<file path="config.mk">
export PLATFORM = sky130hd
export DESIGN_NAME = flic_ctrl
export DESIGN_NICKNAME = d
export VERILOG_FILES = /design/src/hdl/flic_pkg.sv /design/src/hdl/flic_ctrl.sv
export VERILOG_INCLUDE_DIRS = /design/src /design/src/hdl
export SDC_FILE = /design/constraint.sdc
export NUM_CORES = 1
export LEC_CHECK = 0
export ABC_AREA = 1
export BUFFER_PORTS_ARGS = -buffer_cell sky130_fd_sc_hd__buf_2
export CORE_MARGIN = 4
export CORE_UTILIZATION = 45
export DETAILED_ROUTE_END_ITERATION = 7
export PLACE_DENSITY_LB_ADDON = 0.08
export SYNTH_ARGS = -nofsm -noshare
export SYNTH_HDL_FRONTEND = slang
export SYNTH_SLANG_ARGS = --single-unit
export TNS_END_PERCENT = 10
</file>
<file path="constraint.sdc">
create_clock -name ref_clk -period 15.3 [get_ports ref_clk]
set_input_delay 2.295 -clock ref_clk [delete_from_list [all_inputs] [get_ports ref_clk]]
set_output_delay 2.295 -clock ref_clk [all_outputs]
set_load 0.02 [all_outputs]
</file>
<file path="src/hdl/flic_map.svh">
// Purpose: offsets, field positions and reset values of the interrupt controller
// Assumes: 8-bit special function register space, byte-wide registers
// Notes:   included by the controller only
`ifndef FLIC_MAP_SVH
`define FLIC_MAP_SVH

// register offsets
`define FLIC_ADDR_ENABLE_FIRST        8'ha8
`define FLIC_ADDR_ENABLE_SECOND       8'he8
`define FLIC_ADDR_PRIO_LOW_FIRST      8'hb8
`define FLIC_ADDR_PRIO_HIGH_FIRST     8'hb7
`define FLIC_ADDR_PRIO_LOW_SECOND     8'hf8
`define FLIC_ADDR_PRIO_HIGH_SECOND    8'hf7
`define FLIC_ADDR_FLAGS_LOW           8'hc8
`define FLIC_ADDR_FLAGS_HIGH          8'hc9
`define FLIC_ADDR_IN_SERVICE          8'hca

// reset values
`define FLIC_RST_BYTE                 8'h00
`define FLIC_RST_FLAGS                16'h0000
`define FLIC_RST_LEVELS               4'h0
`define FLIC_RST_PINS                 6'h00

// field positions
`define FLIC_BIT_GLOBAL_GATE          7
`define FLIC_BIT_UNUSED_FIRST         7
`define FLIC_BIT_ADC_FIRST            6
`define FLIC_FLAG_ADC                 10
`define FLIC_FLAG_BYTE_OVF            14
`define FLIC_FLAG_FULL_OVF            15

// timer limits
`define FLIC_BYTE_MAX                 8'hff
`define FLIC_FULL_MAX                 16'hffff

`endif

</file>
<file path="src/hdl/flic_pkg.sv">
// Purpose: types shared by the interrupt controller and its users
// Assumes: fifteen sources, four levels
// Notes:   source ids follow the vector table order
package flic_pkg;

   typedef logic [3:0] flic_src_t;
   typedef logic [1:0] flic_level_t;

   // events from peripherals on the same clock, one-cycle pulses
   typedef struct packed {
      logic timer0_ovf;
      logic timer1_ovf;
      logic uart_event;
      logic twowire_status_load;
      logic conv_done;
   } flic_per_ev_s;

   // capture/compare timer view
   typedef struct packed {
      logic        tick;
      logic [15:0] count;
      logic [15:0] compare_reg_two;
      logic [15:0] compare_reg_one;
      logic [15:0] compare_reg_zero;
   } flic_timer_s;

   // request to the processor core
   typedef struct packed {
      logic        valid;
      flic_level_t level;
      flic_src_t   src;
   } flic_cpu_req_s;

endpackage : flic_pkg

</file>
<file path="src/hdl/flic_ctrl.sv">
// Purpose: four-level nested interrupt controller for fifteen sources
// Assumes: core acks a taken request with a one-cycle pulse, and returns with one pulse
// Notes:   pin inputs pass a two-stage synchroniser before edge detection
`timescale 1ns/1ps
`include "flic_map.svh"

module flic_ctrl
   import flic_pkg::*;
(
   // clock and reset
   input  wire logic          ref_clk,
   input  wire logic          reset_n,
   // register port
   input  wire logic [7:0]    sfr_addr,
   input  wire logic          sfr_wr,
   input  wire logic          sfr_rd,
   input  wire logic [7:0]    sfr_wdata,
   output logic      [7:0]    sfr_rdata_ff,
   // pins
   input  wire logic          external_request_zero,
   input  wire logic          external_request_one,
   input  wire logic [3:0]    capture_input,
   // peripherals
   input  flic_per_ev_s       per_ev,
   input  flic_timer_s        timer,
   // processor core
   input  wire logic          cpu_ack,
   input  wire logic          cpu_return,
   output flic_cpu_req_s      cpu_req_ff,
   output logic      [3:0]    in_service_ff
);

   localparam int NSRC = 15;

   // fixed order within a level, highest first, as source ids
   localparam flic_src_t ORDER [NSRC] = '{
      4'h0, 4'h5, 4'ha, 4'h1, 4'h6, 4'hb, 4'h2, 4'h7,
      4'hc, 4'h3, 4'h8, 4'hd, 4'h4, 4'h9, 4'he
   };

   // spread two byte registers onto the fifteen source ids
   function automatic logic [NSRC-1:0] spread(input logic [7:0] first,
                                              input logic [7:0] second);
      logic [NSRC-1:0] v;
      v        = '0;
      v[5:0]   = first[5:0];
      v[10]    = first[`FLIC_BIT_ADC_FIRST];
      v[9:6]   = second[3:0];
      v[13:11] = second[6:4];
      v[14]    = second[7];
      return v;
   endfunction : spread

   logic [7:0]       enable_reg_first_ff;
   logic [7:0]       enable_reg_second_ff;
   logic [7:0]       priority_low_bits_first_ff;
   logic [7:0]       priority_high_bits_first_ff;
   logic [7:0]       priority_low_bits_second_ff;
   logic [7:0]       priority_high_bits_second_ff;
   logic [15:0]      flags_ff;
   logic [5:0]       pin_meta_ff;
   logic [5:0]       pin_sync_ff;
   logic [5:0]       pin_prev_ff;
   logic [15:0]      hw_set;
   logic [5:0]       pin_rise;
   logic             wr_flags_lo;
   logic             wr_flags_hi;
   logic [15:0]      wr_mask;
   logic [15:0]      wr_dup;
   logic [NSRC-1:0]  pend;
   logic [NSRC-1:0]  en_vec;
   logic [NSRC-1:0]  plo_vec;
   logic [NSRC-1:0]  phi_vec;
   logic [NSRC-1:0]  req_on;
   flic_level_t      src_lvl [NSRC];
   logic             found;
   flic_src_t        best_src;
   flic_level_t      best_lvl;
   logic             srv_any;
   flic_level_t      srv_top;
   logic             may_take;
   logic [3:0]       nxt_in_service;
   logic [7:0]       nxt_rdata;

   // pins: two flops before anything looks at them
   always_ff @(posedge ref_clk) begin
      if (!reset_n) begin
         pin_meta_ff <= `FLIC_RST_PINS;
         pin_sync_ff <= `FLIC_RST_PINS;
         pin_prev_ff <= `FLIC_RST_PINS;
      end else begin
         pin_meta_ff <= {capture_input, external_request_one, external_request_zero};
         pin_sync_ff <= pin_meta_ff;
         pin_prev_ff <= pin_sync_ff;
      end
   end

   assign pin_rise = pin_sync_ff & ~pin_prev_ff;

   // hardware set terms, one per flag bit
   always_comb begin
      hw_set     = `FLIC_RST_FLAGS;
      hw_set[0]  = pin_rise[0];
      hw_set[1]  = per_ev.timer0_ovf;
      hw_set[2]  = pin_rise[1];
      hw_set[3]  = per_ev.timer1_ovf;
      hw_set[4]  = per_ev.uart_event;
      hw_set[5]  = per_ev.twowire_status_load;
      hw_set[9:6] = pin_rise[5:2];
      hw_set[`FLIC_FLAG_ADC] = per_ev.conv_done;
      hw_set[11] = timer.tick && (timer.count == timer.compare_reg_zero);
      hw_set[12] = timer.tick && (timer.count == timer.compare_reg_one);
      hw_set[13] = timer.tick && (timer.count == timer.compare_reg_two);
      hw_set[`FLIC_FLAG_BYTE_OVF] = timer.tick && (timer.count[7:0] == `FLIC_BYTE_MAX);
      hw_set[`FLIC_FLAG_FULL_OVF] = timer.tick && (timer.count == `FLIC_FULL_MAX);
   end

   assign wr_flags_lo = sfr_wr && (sfr_addr == `FLIC_ADDR_FLAGS_LOW);
   assign wr_flags_hi = sfr_wr && (sfr_addr == `FLIC_ADDR_FLAGS_HIGH);
   // both bytes see the same data so no bit index ever runs below zero
   assign wr_mask     = {{8{wr_flags_hi}}, {8{wr_flags_lo}}};
   assign wr_dup      = {sfr_wdata, sfr_wdata};

   // request flags: a hardware set always wins over a clear in the same cycle
   always_ff @(posedge ref_clk) begin
      if (!reset_n) begin
         flags_ff <= `FLIC_RST_FLAGS;
      end else begin
         for (int i = 0; i < 16; i++) begin
            if (wr_mask[i] && i == `FLIC_FLAG_ADC) begin
               // a written one cannot fake a finished conversion
               flags_ff[i] <= (flags_ff[i] & wr_dup[i]) | hw_set[i];
            end else if (wr_mask[i]) begin
               flags_ff[i] <= wr_dup[i] | hw_set[i];
            end else begin
               flags_ff[i] <= flags_ff[i] | hw_set[i];
            end
         end
      end
   end

   // enable and priority registers
   always_ff @(posedge ref_clk) begin
      if (!reset_n) begin
         enable_reg_first_ff          <= `FLIC_RST_BYTE;
         enable_reg_second_ff         <= `FLIC_RST_BYTE;
         priority_low_bits_first_ff   <= `FLIC_RST_BYTE;
         priority_high_bits_first_ff  <= `FLIC_RST_BYTE;
         priority_low_bits_second_ff  <= `FLIC_RST_BYTE;
         priority_high_bits_second_ff <= `FLIC_RST_BYTE;
      end else if (sfr_wr) begin
         case (sfr_addr)
            `FLIC_ADDR_ENABLE_FIRST:     enable_reg_first_ff  <= sfr_wdata;
            `FLIC_ADDR_ENABLE_SECOND:    enable_reg_second_ff <= sfr_wdata;
            `FLIC_ADDR_PRIO_LOW_FIRST: begin
               priority_low_bits_first_ff <= sfr_wdata;
               priority_low_bits_first_ff[`FLIC_BIT_UNUSED_FIRST] <= 1'b0;
            end
            `FLIC_ADDR_PRIO_HIGH_FIRST: begin
               priority_high_bits_first_ff <= sfr_wdata;
               priority_high_bits_first_ff[`FLIC_BIT_UNUSED_FIRST] <= 1'b0;
            end
            `FLIC_ADDR_PRIO_LOW_SECOND:  priority_low_bits_second_ff  <= sfr_wdata;
            `FLIC_ADDR_PRIO_HIGH_SECOND: priority_high_bits_second_ff <= sfr_wdata;
            default: ;
         endcase
      end
   end

   // per-source views
   always_comb begin
      pend     = flags_ff[NSRC-1:0];
      pend[14] = flags_ff[`FLIC_FLAG_BYTE_OVF] | flags_ff[`FLIC_FLAG_FULL_OVF];
      en_vec   = spread(enable_reg_first_ff, enable_reg_second_ff);
      plo_vec  = spread(priority_low_bits_first_ff, priority_low_bits_second_ff);
      phi_vec  = spread(priority_high_bits_first_ff, priority_high_bits_second_ff);
      req_on   = pend & en_vec
               & {NSRC{enable_reg_first_ff[`FLIC_BIT_GLOBAL_GATE]}};
   end

   // per-source level, high priority bit above the low one
   for (genvar s = 0; s < NSRC; s++) begin : g_lvl
      assign src_lvl[s] = {phi_vec[s], plo_vec[s]};
   end

   // winner: highest level first, then fixed order; scanning highest order first
   // and taking only a strictly higher level keeps the earlier source on a tie
   always_comb begin
      found    = 1'b0;
      best_src = 4'h0;
      best_lvl = 2'h0;
      for (int k = 0; k < NSRC; k++) begin
         if (req_on[ORDER[k]] && (!found || src_lvl[ORDER[k]] > best_lvl)) begin
            found    = 1'b1;
            best_src = ORDER[k];
            best_lvl = src_lvl[ORDER[k]];
         end
      end
   end

   // highest level now in service
   always_comb begin
      srv_any = |in_service_ff;
      srv_top = 2'h0;
      for (int l = 0; l < 4; l++) begin
         if (in_service_ff[l]) begin
            srv_top = 2'(l);
         end
      end
      may_take = found && (!srv_any || best_lvl > srv_top);
   end

   // request offered to the core, refreshed every cycle
   always_ff @(posedge ref_clk) begin
      if (!reset_n) begin
         cpu_req_ff <= '0;
      end else begin
         cpu_req_ff.valid <= may_take && !cpu_ack;
         cpu_req_ff.src   <= best_src;
         cpu_req_ff.level <= best_lvl;
      end
   end

   // in-service levels: return drops the top one, ack adds the taken one
   always_comb begin
      nxt_in_service = in_service_ff;
      if (cpu_return) begin
         for (int l = 0; l < 4; l++) begin
            if (l == int'(srv_top)) begin
               nxt_in_service[l] = 1'b0;
            end
         end
      end
      if (cpu_ack && cpu_req_ff.valid) begin
         nxt_in_service[cpu_req_ff.level] = 1'b1;
      end
   end

   always_ff @(posedge ref_clk) begin
      if (!reset_n) begin
         in_service_ff <= `FLIC_RST_LEVELS;
      end else begin
         in_service_ff <= nxt_in_service;
      end
   end

   // register reads; unmapped offsets read zero
   always_comb begin
      case (sfr_addr)
         `FLIC_ADDR_ENABLE_FIRST:     nxt_rdata = enable_reg_first_ff;
         `FLIC_ADDR_ENABLE_SECOND:    nxt_rdata = enable_reg_second_ff;
         `FLIC_ADDR_PRIO_LOW_FIRST:   nxt_rdata = priority_low_bits_first_ff;
         `FLIC_ADDR_PRIO_HIGH_FIRST:  nxt_rdata = priority_high_bits_first_ff;
         `FLIC_ADDR_PRIO_LOW_SECOND:  nxt_rdata = priority_low_bits_second_ff;
         `FLIC_ADDR_PRIO_HIGH_SECOND: nxt_rdata = priority_high_bits_second_ff;
         `FLIC_ADDR_FLAGS_LOW:        nxt_rdata = flags_ff[7:0];
         `FLIC_ADDR_FLAGS_HIGH:       nxt_rdata = flags_ff[15:8];
         `FLIC_ADDR_IN_SERVICE:       nxt_rdata = {4'h0, in_service_ff};
         default:                     nxt_rdata = 8'h00;
      endcase
   end

   always_ff @(posedge ref_clk) begin
      if (!reset_n) begin
         sfr_rdata_ff <= `FLIC_RST_BYTE;
      end else if (sfr_rd) begin
         sfr_rdata_ff <= nxt_rdata;
      end
   end

endmodule : flic_ctrl

</file>
==> results of run 1 <==
-- layer usage --
layer,up-vias,global-route usage
met3,26,0.0454
met4,0,0.0527
met5,-,0
li1,3195,-
met2,191,0.395
met1,2839,0.327
-- synthesized netlist by cell type, types with 2 or more instances --
| master | instances | area share |
|---|---|---|
| or2_1 | 2 | 0.0021 |
| ha_1 | 24 | 0.050 |
| nand3_2 | 15 | 0.025 |
| a221o_1 | 2 | 0.0033 |
| a21oi_1 | 73 | 0.060 |
| and2_1 | 4 | 0.0041 |
| nand2_2 | 14 | 0.014 |
| inv_2 | 4 | 0.0025 |
| nor3_1 | 17 | 0.014 |
| nand4_1 | 6 | 0.0062 |
| dfxtp_1 | 99 | 0.33 |
| o221ai_1 | 2 | 0.0029 |
| clkbuf_1 | 20 | 0.012 |
| nor4_1 | 12 | 0.012 |
| nand2_4 | 9 | 0.017 |
| o2111ai_1 | 3 | 0.0043 |
| nor2_1 | 35 | 0.022 |
| o22ai_1 | 21 | 0.022 |
| o21ai_0 | 113 | 0.094 |
| a221oi_1 | 6 | 0.0087 |
| a2111oi_0 | 6 | 0.0087 |
| a31oi_1 | 4 | 0.0041 |
| o211ai_1 | 5 | 0.0062 |
| o32ai_1 | 2 | 0.0029 |
| nand3_1 | 34 | 0.028 |
| o31ai_1 | 4 | 0.0050 |
| nand2_1 | 158 | 0.098 |
| inv_1 | 160 | 0.099 |
| xor2_1 | 19 | 0.028 |
-- power by group through the flow --
stage / clock [uW] / combinational (uW) / sequential, uW
after floorplan: 0 / 22.3 / 269
after global placement: 0 / 46.2 / 269
after detailed placement: 0 / 46.3 / 269
after CTS: 223 / 46.4 / 263
after global routing: 232 / 52.5 / 264
final: 218 / 46.9 / 263
-- area by class of cell --
type	instances	area (um2)	area share
multi-input cells	599	3600	0.484
inverters	165	619	0.0834
clock buffers	10	239	0.0322
well taps	176	220	0.0296
flip-flops and latches	99	1990	0.268
clock inverters	6	46.3	0.00623
repair buffers	134	716	0.0963
-- state kept, by name, indices dropped and copies added, names as in the netlist, 8 cells and up --
signal / flops
enable_reg_first_ff: 8
enable_reg_second_ff: 8
flags_ff: 16
priority_high_bits_second_ff: 8
priority_low_bits_second_ff: 8
sfr_rdata_ff: 8
-- worst min-delay path, cell delays in order, from the launching register on --
cell	delay [ps]
dfxtp_1	310
nand2_1	50
inv_1	40
-- how the worst min path moves through the flow --
| stage | endpoint | slack (ps) | depth (start not counted) |
|---|---|---|---|
| detailed placement | pin_sync_ff[2] | 400 | 2 |
| global placement | pin_sync_ff[3] | 390 | 2 |
| CTS | pin_sync_ff[2] | 420 | 2 |
| finish | pin_sync_ff[2] | 410 | 2 |
| global route | pin_sync_ff[5] | 430 | 2 |
| floorplan | pin_sync_ff[0] | 390 | 2 |
-- logic make-up (layout without fill, tap and decap cells) --
group | Yosys count | after routing
compound gates | 245 | 245
xor+xnor | 20 | 20
fa+ha+maj | 24 | 24
buf+inv | 187 | 315
flops | 99 | 99
simple gates | 310 | 310
-- stage by stage --
step	total power [uW]	setup TNS, ps	hold slack (ps)	std cells
after floorplan	291	0	390	885
after CTS	533	0	418	1175
after global placement	316	-181	392	1159
after detailed placement	316	-375	399	1159
final	528	0	414	1189
after global routing	548	-123	434	1189
-- repair_timing --
item,4_1_cts,5_1_grt
endpoints found under the setup margin,1,7
pin swaps,0,14
gates cloned,0,0
setup buffers,0,14
gates resized for setup,6,65
==> impl_metrics.yaml, run 1 <==
run_status:
  status: "complete, no violations"
final_layout:
  nets: 1130
  fillCellCount: 1313
  antennaDiodeCount: 0
  synthToLayoutAreaGrowth_pct: 22.8
  mostFrequentLayoutCells: "inv_1, nand2_1, buf_2"
  drive_above_1_share: 0.235
  final_area_um2: 7430
  utilization: 0.563
  final_common_cell: "inv_1"
route:
  drt_first_pass_iters: 5
  drt_iter0_markers: 440
  drc_errors: 0
  wl_per_cell_um: 15.7
  wl_met3_mm: 1.22
  top_layer: "met4"
  vias: 6251
  viasPerCell: 5.26
  wl_met1_mm: 8.33
  routed-wl-met2_mm: 8.77
  drt-total-wl_mm: 18.7
  ant_nets: 0
run:
  drv_cap: 0
pwr:
  ir_drop_mv: 0.0722
  clkPwrFrac: 0.412
  power.leakage_uw: 0.00348
  p_per_area_nw_per_um2: 71.0
  p_seq_frac: 0.499
  pwr-share-comb: 0.089
  swShare: 0.250
  switching_power_uw: 132
  p_int_uw: 396
synth:
  synth_flop_cell: "dfxtp_1"
  synth_nets: 1007
  avgSynthCellArea_um2: 6.83
  yosys.area_share.simple: 0.249
  synth_compound_area_frac: 0.227
  ys_warn_count: 0
  synthXorXnorAreaFrac: 0.0290
  async_reset_ff_frac: 0
  syn-instance-count: 885
  synthAdderAreaFrac: 0.0496
  seq_area_frac_synth: 0.328
  synth.area.mux_share: 0
  synth_edf_count: 0
  synth-seq-cells: 99
  synth_top_family_by_area: "simple AND/OR/NAND/NOR gates"
  synth_cell_types: 41
  netlist_area_um2: 6050
grt:
  grt_usage: 0.240
  grt_pass1_wl_mm: 28.6
  antenna_found_initial: 0
  grt_pass1_vias: 5664
  gr-total-overflow: 0
  grt_start_max_net_pins: 75
sta:
  finalHoldViolCount: 0
  setup_ws_ps: 1080
  fmaxAchievable_ghz: 0.0703
  finalCriticalPeriod_ps: 14220
  finClkSkew_ps: 7.20
  fin_crit_sh: 0.930
  slew_headroom: 0.322
  tightest_slew_ps: 1010
  setup_violations: 0
  maxSlewViolCount: 0
critical_path:
  cp-endpoint: "cpu_req_ff[6]"
  end_kind: "flop"
  reg2reg_slack_ps: 1080
  r2r_start: "enable_reg_first_ff[7]"
  crit_path_frequent_cell: "nand2_1"
  reg2reg_to: "cpu_req_ff[6]"
  critical_path_required_ps: 15530
  worst-path-buf-inv: 21
  crit_fanout: 7
  cpPeakStageDelay_ps: 380
  crit_type: "flop to flop"
  worst_ep_arrival_time_ps: 14460
  cp.depth: 120
  ff2ff_path_depth: 120
  worstSetupStartpoint: "enable_reg_first_ff[7]"
  slowest_stage: "dfxtp_4"
  crit_path_start_kind: "flop"
  crit_family: "simple AND/OR/NAND/NOR gates"
placed_design:
  portBuffers: 116
  dp_slack_ps: -375
  gp_congestion: 0.945
  place_area_um2: 6790
  hpwl_mm: 14.5
worst_hold_path:
  worstHoldStart: "pin_meta_ff[2]"
  hold_class: "flop to flop"
clock_tree:
  cts.clk_slew.worst_paths_ps: 70
  clock_sinks: 99
  numCtsBuffers: 9
  cts_hold_buf: 0
  clk_latency_ps: 340
  clk_path_buf_depth: 2
  cts_tree: "yes"
  root_buffer: "clkbuf_16"
  h-tree-depth: 3
floorplan:
  die_y_um: 124
  io_pins: 117
  num_rows: 42
  die_w_um: 124
  start_util: 0.459
  coreArea_um2: 13200
  die_area_um2: 15400
Power figures use the tool's default switching activity.
==> inputs of run 2 (changes only) <==
clock period = 15.2 ns   (was 15.3 ns; I/O delays follow)
==> impl_metrics.yaml, run 2 (same netlist as run 1, synthesis figures left out) <==
critical_path:
  crit_path_frequent_cell: "nand2_1"
  crit_fanout: 6
  crit_path_start_kind: "flop"
  worst_ep_arrival_time_ps: 14400
  end_kind: "flop"
  critical_path_required_ps: 15440
  slowest_stage: "dfxtp_4"
  crit_type: "flop to flop"
  cpPeakStageDelay_ps: 380
pwr:
  ir_drop_mv: 0.0654
  power.leakage_uw: 0.00350
  p_per_area_nw_per_um2: 70.9
clock_tree:
  clk_path_buf_depth: 2
  cts.clk_slew.worst_paths_ps: 70
  cts_hold_buf: 0
  root_buffer: "clkbuf_16"
  clock_sinks: 99
  cts_tree: "yes"
  numCtsBuffers: 9
  clk_latency_ps: 340
  h-tree-depth: 3
floorplan:
  io_pins: 117
  num_rows: 42
  die_w_um: 124
  coreArea_um2: 13200
  die_y_um: 124
  start_util: 0.459
  die_area_um2: 15400
final_layout:
  mostFrequentLayoutCells: "inv_1, nand2_1, buf_2"
  final_cells: 1195
  largest_register: "flags_ff"
  largest_register_ffs: 16
  nets: 1136
  synthToLayoutAreaGrowth_pct: 24.1
  antennaDiodeCount: 0
  fillCellCount: 1310
  final_common_cell: "inv_1"
  drive_above_1_share: 0.243
route:
  drc_errors: 0
  drt_first_pass_iters: 5
  drt-total-wl_mm: 18.8
  viasPerCell: 5.25
  drt_iter0_markers: 455
  vias: 6276
  wl_per_cell_um: 15.7
  ant_nets: 0
sta:
  fmaxAchievable_ghz: 0.0706
  slew_headroom: 0.294
  finalSetupTns_ps: 0
  fin_crit_sh: 0.932
  setup_ws_ps: 1040
  tightest_slew_ps: 1050
  finalHoldViolCount: 0
  finClkSkew_ps: 5.99
  setup_violations: 0
  maxSlewViolCount: 0
  finalCriticalPeriod_ps: 14160
placed_design:
  portBuffers: 116
  dp_slack_ps: -246
  gp_congestion: 0.954
  hpwl_mm: 14.6
  dp_cells: 1159
grt:
  grt_usage: 0.238
  grt_pass1_wl_mm: 28.3
  grt_start_max_net_pins: 75
  gr-total-overflow: 0
  antenna_found_initial: 0
  grt_pass1_vias: 5604
run_status:
  status: "complete, no violations"
run:
  drv_cap: 0
worst_hold_path:
  hold_class: "flop to flop"
run 2: cell types whose count changed in the layout (fill, tap and decap cells not counted), sizes merged:
cell	before	now
clkinvlp	2	3
inv	167	166
buf	134	140
run 2: metal layers:
layer  vias to the layer above  part of all wire  GRT usage
met5                         -                 0          0
met4                         0             0.025     0.0767
met3                        40             0.062     0.0400
met2                       179              0.46      0.382
met1                      2852              0.45      0.326
li1                       3205                 -          -
run 2: through the flow:
step           area, um2   util  power [uW]  hold slack, ps
6_report            7510  0.569         533             414
5_1_grt             7510  0.569         553             435
4_1_cts             7090  0.537         534             415
3_5_place_dp        6790  0.515         318             398
3_3_place_gp        6790  0.515         318             392
2_1_floorplan       6050      -         293             390
run 2: worst max-delay path: cells and delay by family (launching register included):
kind                       cells  cell delay [ps]
AOI/OAI and AO/OA             21             2910
adders and majority gates     15             3980
buffers and inverters         20             1420
DFF                            1              380
and+or+nand+nor               59             5330
run 2: timing repair:
action                     CTS  global route
setup buffers                0            20
setup endpoints to repair    1             7
pin swaps                    0            17
resized for setup            5            78
gates cloned                 0             0
run 2: path summary, 6_finish.rpt:
kind,from,depth (start not counted),slack (ps),end
setup / recovery,flags_ff[0],115,1040,cpu_req_ff[6]
hold / removal,pin_meta_ff[1],2,410,pin_sync_ff[1]
setup reg to reg,flags_ff[0],115,1040,cpu_req_ff[6]
hold reg to reg,pin_meta_ff[1],2,410,pin_sync_ff[1]
run 2: power breakdown:
part | switching (uW) | internal [uW] | leakage, uW
registers | 2.23 | 263 | 0.000805
logic | 28.6 | 18.6 | 0.00257
clock network | 103 | 117 | 0.000133
total | 134 | 399 | 0.00350
run 2: final cells by class:
class / count / area, um2 / area share
multi-input combinational: 599 / 3620 / 0.483
sequential: 99 / 1990 / 0.265
timing repair buffer: 140 / 764 / 0.102
inverter: 165 / 622 / 0.0828
clock buffer: 10 / 239 / 0.0318
tap: 176 / 220 / 0.0293
clock inverter: 6 / 47.5 / 0.00633
==> inputs of run 3 (changes only) <==
--- a/config.mk
+++ b/config.mk
@@ -7,8 +7,7 @@
 export NUM_CORES = 1
 export LEC_CHECK = 0
-export ABC_AREA = 1
 export BUFFER_PORTS_ARGS = -buffer_cell sky130_fd_sc_hd__buf_2
 export CORE_MARGIN = 4
-export CORE_UTILIZATION = 45
+export CORE_UTILIZATION = 57
 export DETAILED_ROUTE_END_ITERATION = 7
 export PLACE_DENSITY_LB_ADDON = 0.08
==> constraint.sdc (replaced) <==
create_clock -name ref_clk -period 15.2 [get_ports ref_clk]
set_input_delay 2.28 -clock ref_clk [delete_from_list [all_inputs] [get_ports ref_clk]]
set_output_delay 2.28 -clock ref_clk [all_outputs]
set_load 0.005 [all_outputs]
==> impl_metrics.yaml, run 3 <==
run_status:
  status: "complete, but fails checks"
  violations: "negative setup slack"
critical_path:
  cpPeakStageDelay_ps: 470
  crit_path_frequent_cell: "ha_4"
  end_kind: "flop"
  worst_ep_arrival_time_ps: 16300
  crit_path_start_kind: "flop"
  crit_type: "flop to flop"
  slowest_stage: "o41a_2"
  critical_path_required_ps: 15500
  crit_fanout: 5
grt:
  grt_usage: 0.341
  grt_pass1_vias: 6864
  grt_pass1_wl_mm: 35.3
  gr-total-overflow: 0
  antenna_found_initial: 0
  grt_start_max_net_pins: 100
final_layout:
  nets: 1083
  utilization: 0.791
  largest_register_ffs: 16
  final_common_cell: "buf_2"
  largest_register: "flags_ff"
  mostFrequentLayoutCells: "buf_2, buf_4, dfxtp_1"
  drive_above_1_share: 0.370
  antennaDiodeCount: 0
  synthToLayoutAreaGrowth_pct: 36.1
route:
  viasPerCell: 6.29
  drt-total-wl_mm: 22.3
  drc_errors: 0
  drt_iter0_markers: 782
  ant_nets: 0
  vias: 6957
  wl_per_cell_um: 20.1
  drt_first_pass_iters: 6
floorplan:
  die_area_um2: 12800
  coreArea_um2: 10800
  io_pins: 117
  die_y_um: 113
  die_w_um: 113
  num_rows: 38
  start_util: 0.581
worst_hold_path:
  hold_class: "flop to flop"
synth:
  avgSynthCellArea_um2: 8.24
  synth_cell_types: 72
  syn-instance-count: 762
  synth-seq-cells: 99
  seq_area_frac_synth: 0.316
  synth_flop_cell: "dfxtp_1"
  synth_edf_count: 0
  synth_top_area_frac: 0.316
  synth_top_cells_by_count: "dfxtp_1, nand2_1, nand3_1"
  yosysMostFrequentCell: "dfxtp_1"
  netlist_area_um2: 6280
  async_reset_ff_frac: 0
  ys_warn_count: 0
  synth.area.top_cells: "dfxtp_1, a21boi_0, xnor2_1, nand3_1, nand2_1"
  synth_top_area_cell: "dfxtp_1"
  synth_nets: 884
clock_tree:
  clk_latency_ps: 390
  h-tree-depth: 3
  clk_path_buf_depth: 2
  cts_tree: "yes"
  root_buffer: "clkbuf_8"
  numCtsBuffers: 9
  cts_hold_buf: 0
  cts.clk_slew.worst_paths_ps: 110
  clock_sinks: 99
sta:
  fmaxAchievable_ghz: 0.0625
  setup_violations: 5
  fin_crit_sh: 1.05
  finalSetupTns_ps: -2360
  maxSlewViolCount: 0
  rsz0062_at_grt: "yes"
  tightest_slew_ps: 1210
  slew_headroom: 0.187
  setup_ws_ps: -797
  finalHoldViolCount: 0
  finalCriticalPeriod_ps: 16000
  finClkSkew_ps: 21.3
placed_design:
  portBuffers: 116
  hpwl_mm: 15.2
  gp_congestion: 0.936
pwr:
  pwr-share-comb: 0.101
  clkPwrFrac: 0.373
  ir_drop_mv: 0.0714
  swShare: 0.271
  p_per_area_nw_per_um2: 59.5
  p_int_uw: 370
  power.leakage_uw: 0.00341
  p_seq_frac: 0.526
  switching_power_uw: 138
run:
  drv_cap: 0
run 3: cell types whose count changed after synthesis, sizes merged, moves of 15 or more:
cell / previous run / this run
xnor2: 1 / 48
o21a: 0 / 15
a21oi: 73 / 29
xor2: 19 / 0
nor2b: 0 / 16
a22oi: 0 / 22
a21boi: 0 / 59
and2: 4 / 28
o22ai: 21 / 5
inv: 164 / 27
o21ai: 114 / 13
nand3: 49 / 69
nand2: 181 / 86
run 3: final cells by class:
cell class	instances	area, um2
clock buffer	9	124
clock inverter	7	103
fill	708	2250
inverter	27	101
multi-input combinational	598	4630
sequential	99	1980
tap	140	175
timing repair buffer	226	1430
run 3: logic make-up (layout without fill, tap and decap cells):
| kind of cell | Yosys count | count (layout) | synth area share |
|---|---|---|---|
| compound gates | 210 | 210 | 0.251 |
| simple gates | 295 | 295 | 0.243 |
| flops | 99 | 99 | 0.316 |
| buf+inv | 65 | 269 | 0.0393 |
| mux | 20 | 20 | 0.0341 |
| xor+xnor | 48 | 48 | 0.0670 |
| fa+ha+maj | 25 | 25 | 0.0494 |
run 3: stage by stage:
stage | worst slack (ps) | total power (uW) | instances | area [um2] | hold slack [ps]
final | -797 | 508 | 1106 | 8540 | 443
after global routing | -1400 | 525 | 1106 | 8540 | 479
after CTS | -236 | 508 | 1093 | 8160 | 446
after detailed placement | -793 | 323 | 1038 | 7470 | 420
after global placement | -52.6 | 321 | 1038 | 7470 | 415
after floorplan | -680 | 298 | 762 | 6430 | 412
run 3: worst max-delay path: cells and delay by family, from the launching register on:
family | cells | cell delay [ps]
AND/OR/NAND/NOR | 29 | 3360
adder cells (fa/ha/maj) | 15 | 3960
multiplexers | 2 | 660
buffers and inverters | 5 | 410
flip-flops | 1 | 350
AO/OA/AOI/OAI | 40 | 7130
run 3: path summary, 6_finish.rpt:
kind                                             start        endpoint  slack (ps)  depth (start not counted)
worst max register to register  enable_reg_first_ff[0]   cpu_req_ff[6]        -800                         91
worst min-delay path                    pin_meta_ff[1]  pin_sync_ff[1]         440                          1
worst min register to register          pin_meta_ff[1]  pin_sync_ff[1]         440                          1
worst max-delay path            enable_reg_first_ff[0]   cpu_req_ff[6]        -800                         91
run 3: repair_timing:
item / CTS / global route
endpoints found under the hold margin: 0 / 0
buffers inserted: 39 / 13
gates cloned: 0 / 0
setup endpoints to repair: 4 / 7
gates resized for setup: 38 / 56
pin swaps: 60 / 65
run 3: metal layers:
layer / GRT usage / up-vias / share of wire
met5: 0 / - / 0
met1: 0.423 / 3342 / 0.39
met2: 0.581 / 345 / 0.48
met4: 0.135 / 0 / 0.044
met3: 0.0690 / 82 / 0.078
li1: - / 3188 / -
run 3: power groups by stage:
| stage | clock network, uW | logic (uW) | registers [uW] |
|---|---|---|---|
| after floorplan | 0 | 27.2 | 271 |
| after global placement | 0 | 48.9 | 273 |
| after detailed placement | 0 | 50.1 | 273 |
| after CTS | 191 | 50.5 | 267 |
| after global routing | 202 | 55.5 | 268 |
| final | 190 | 51.2 | 267 |
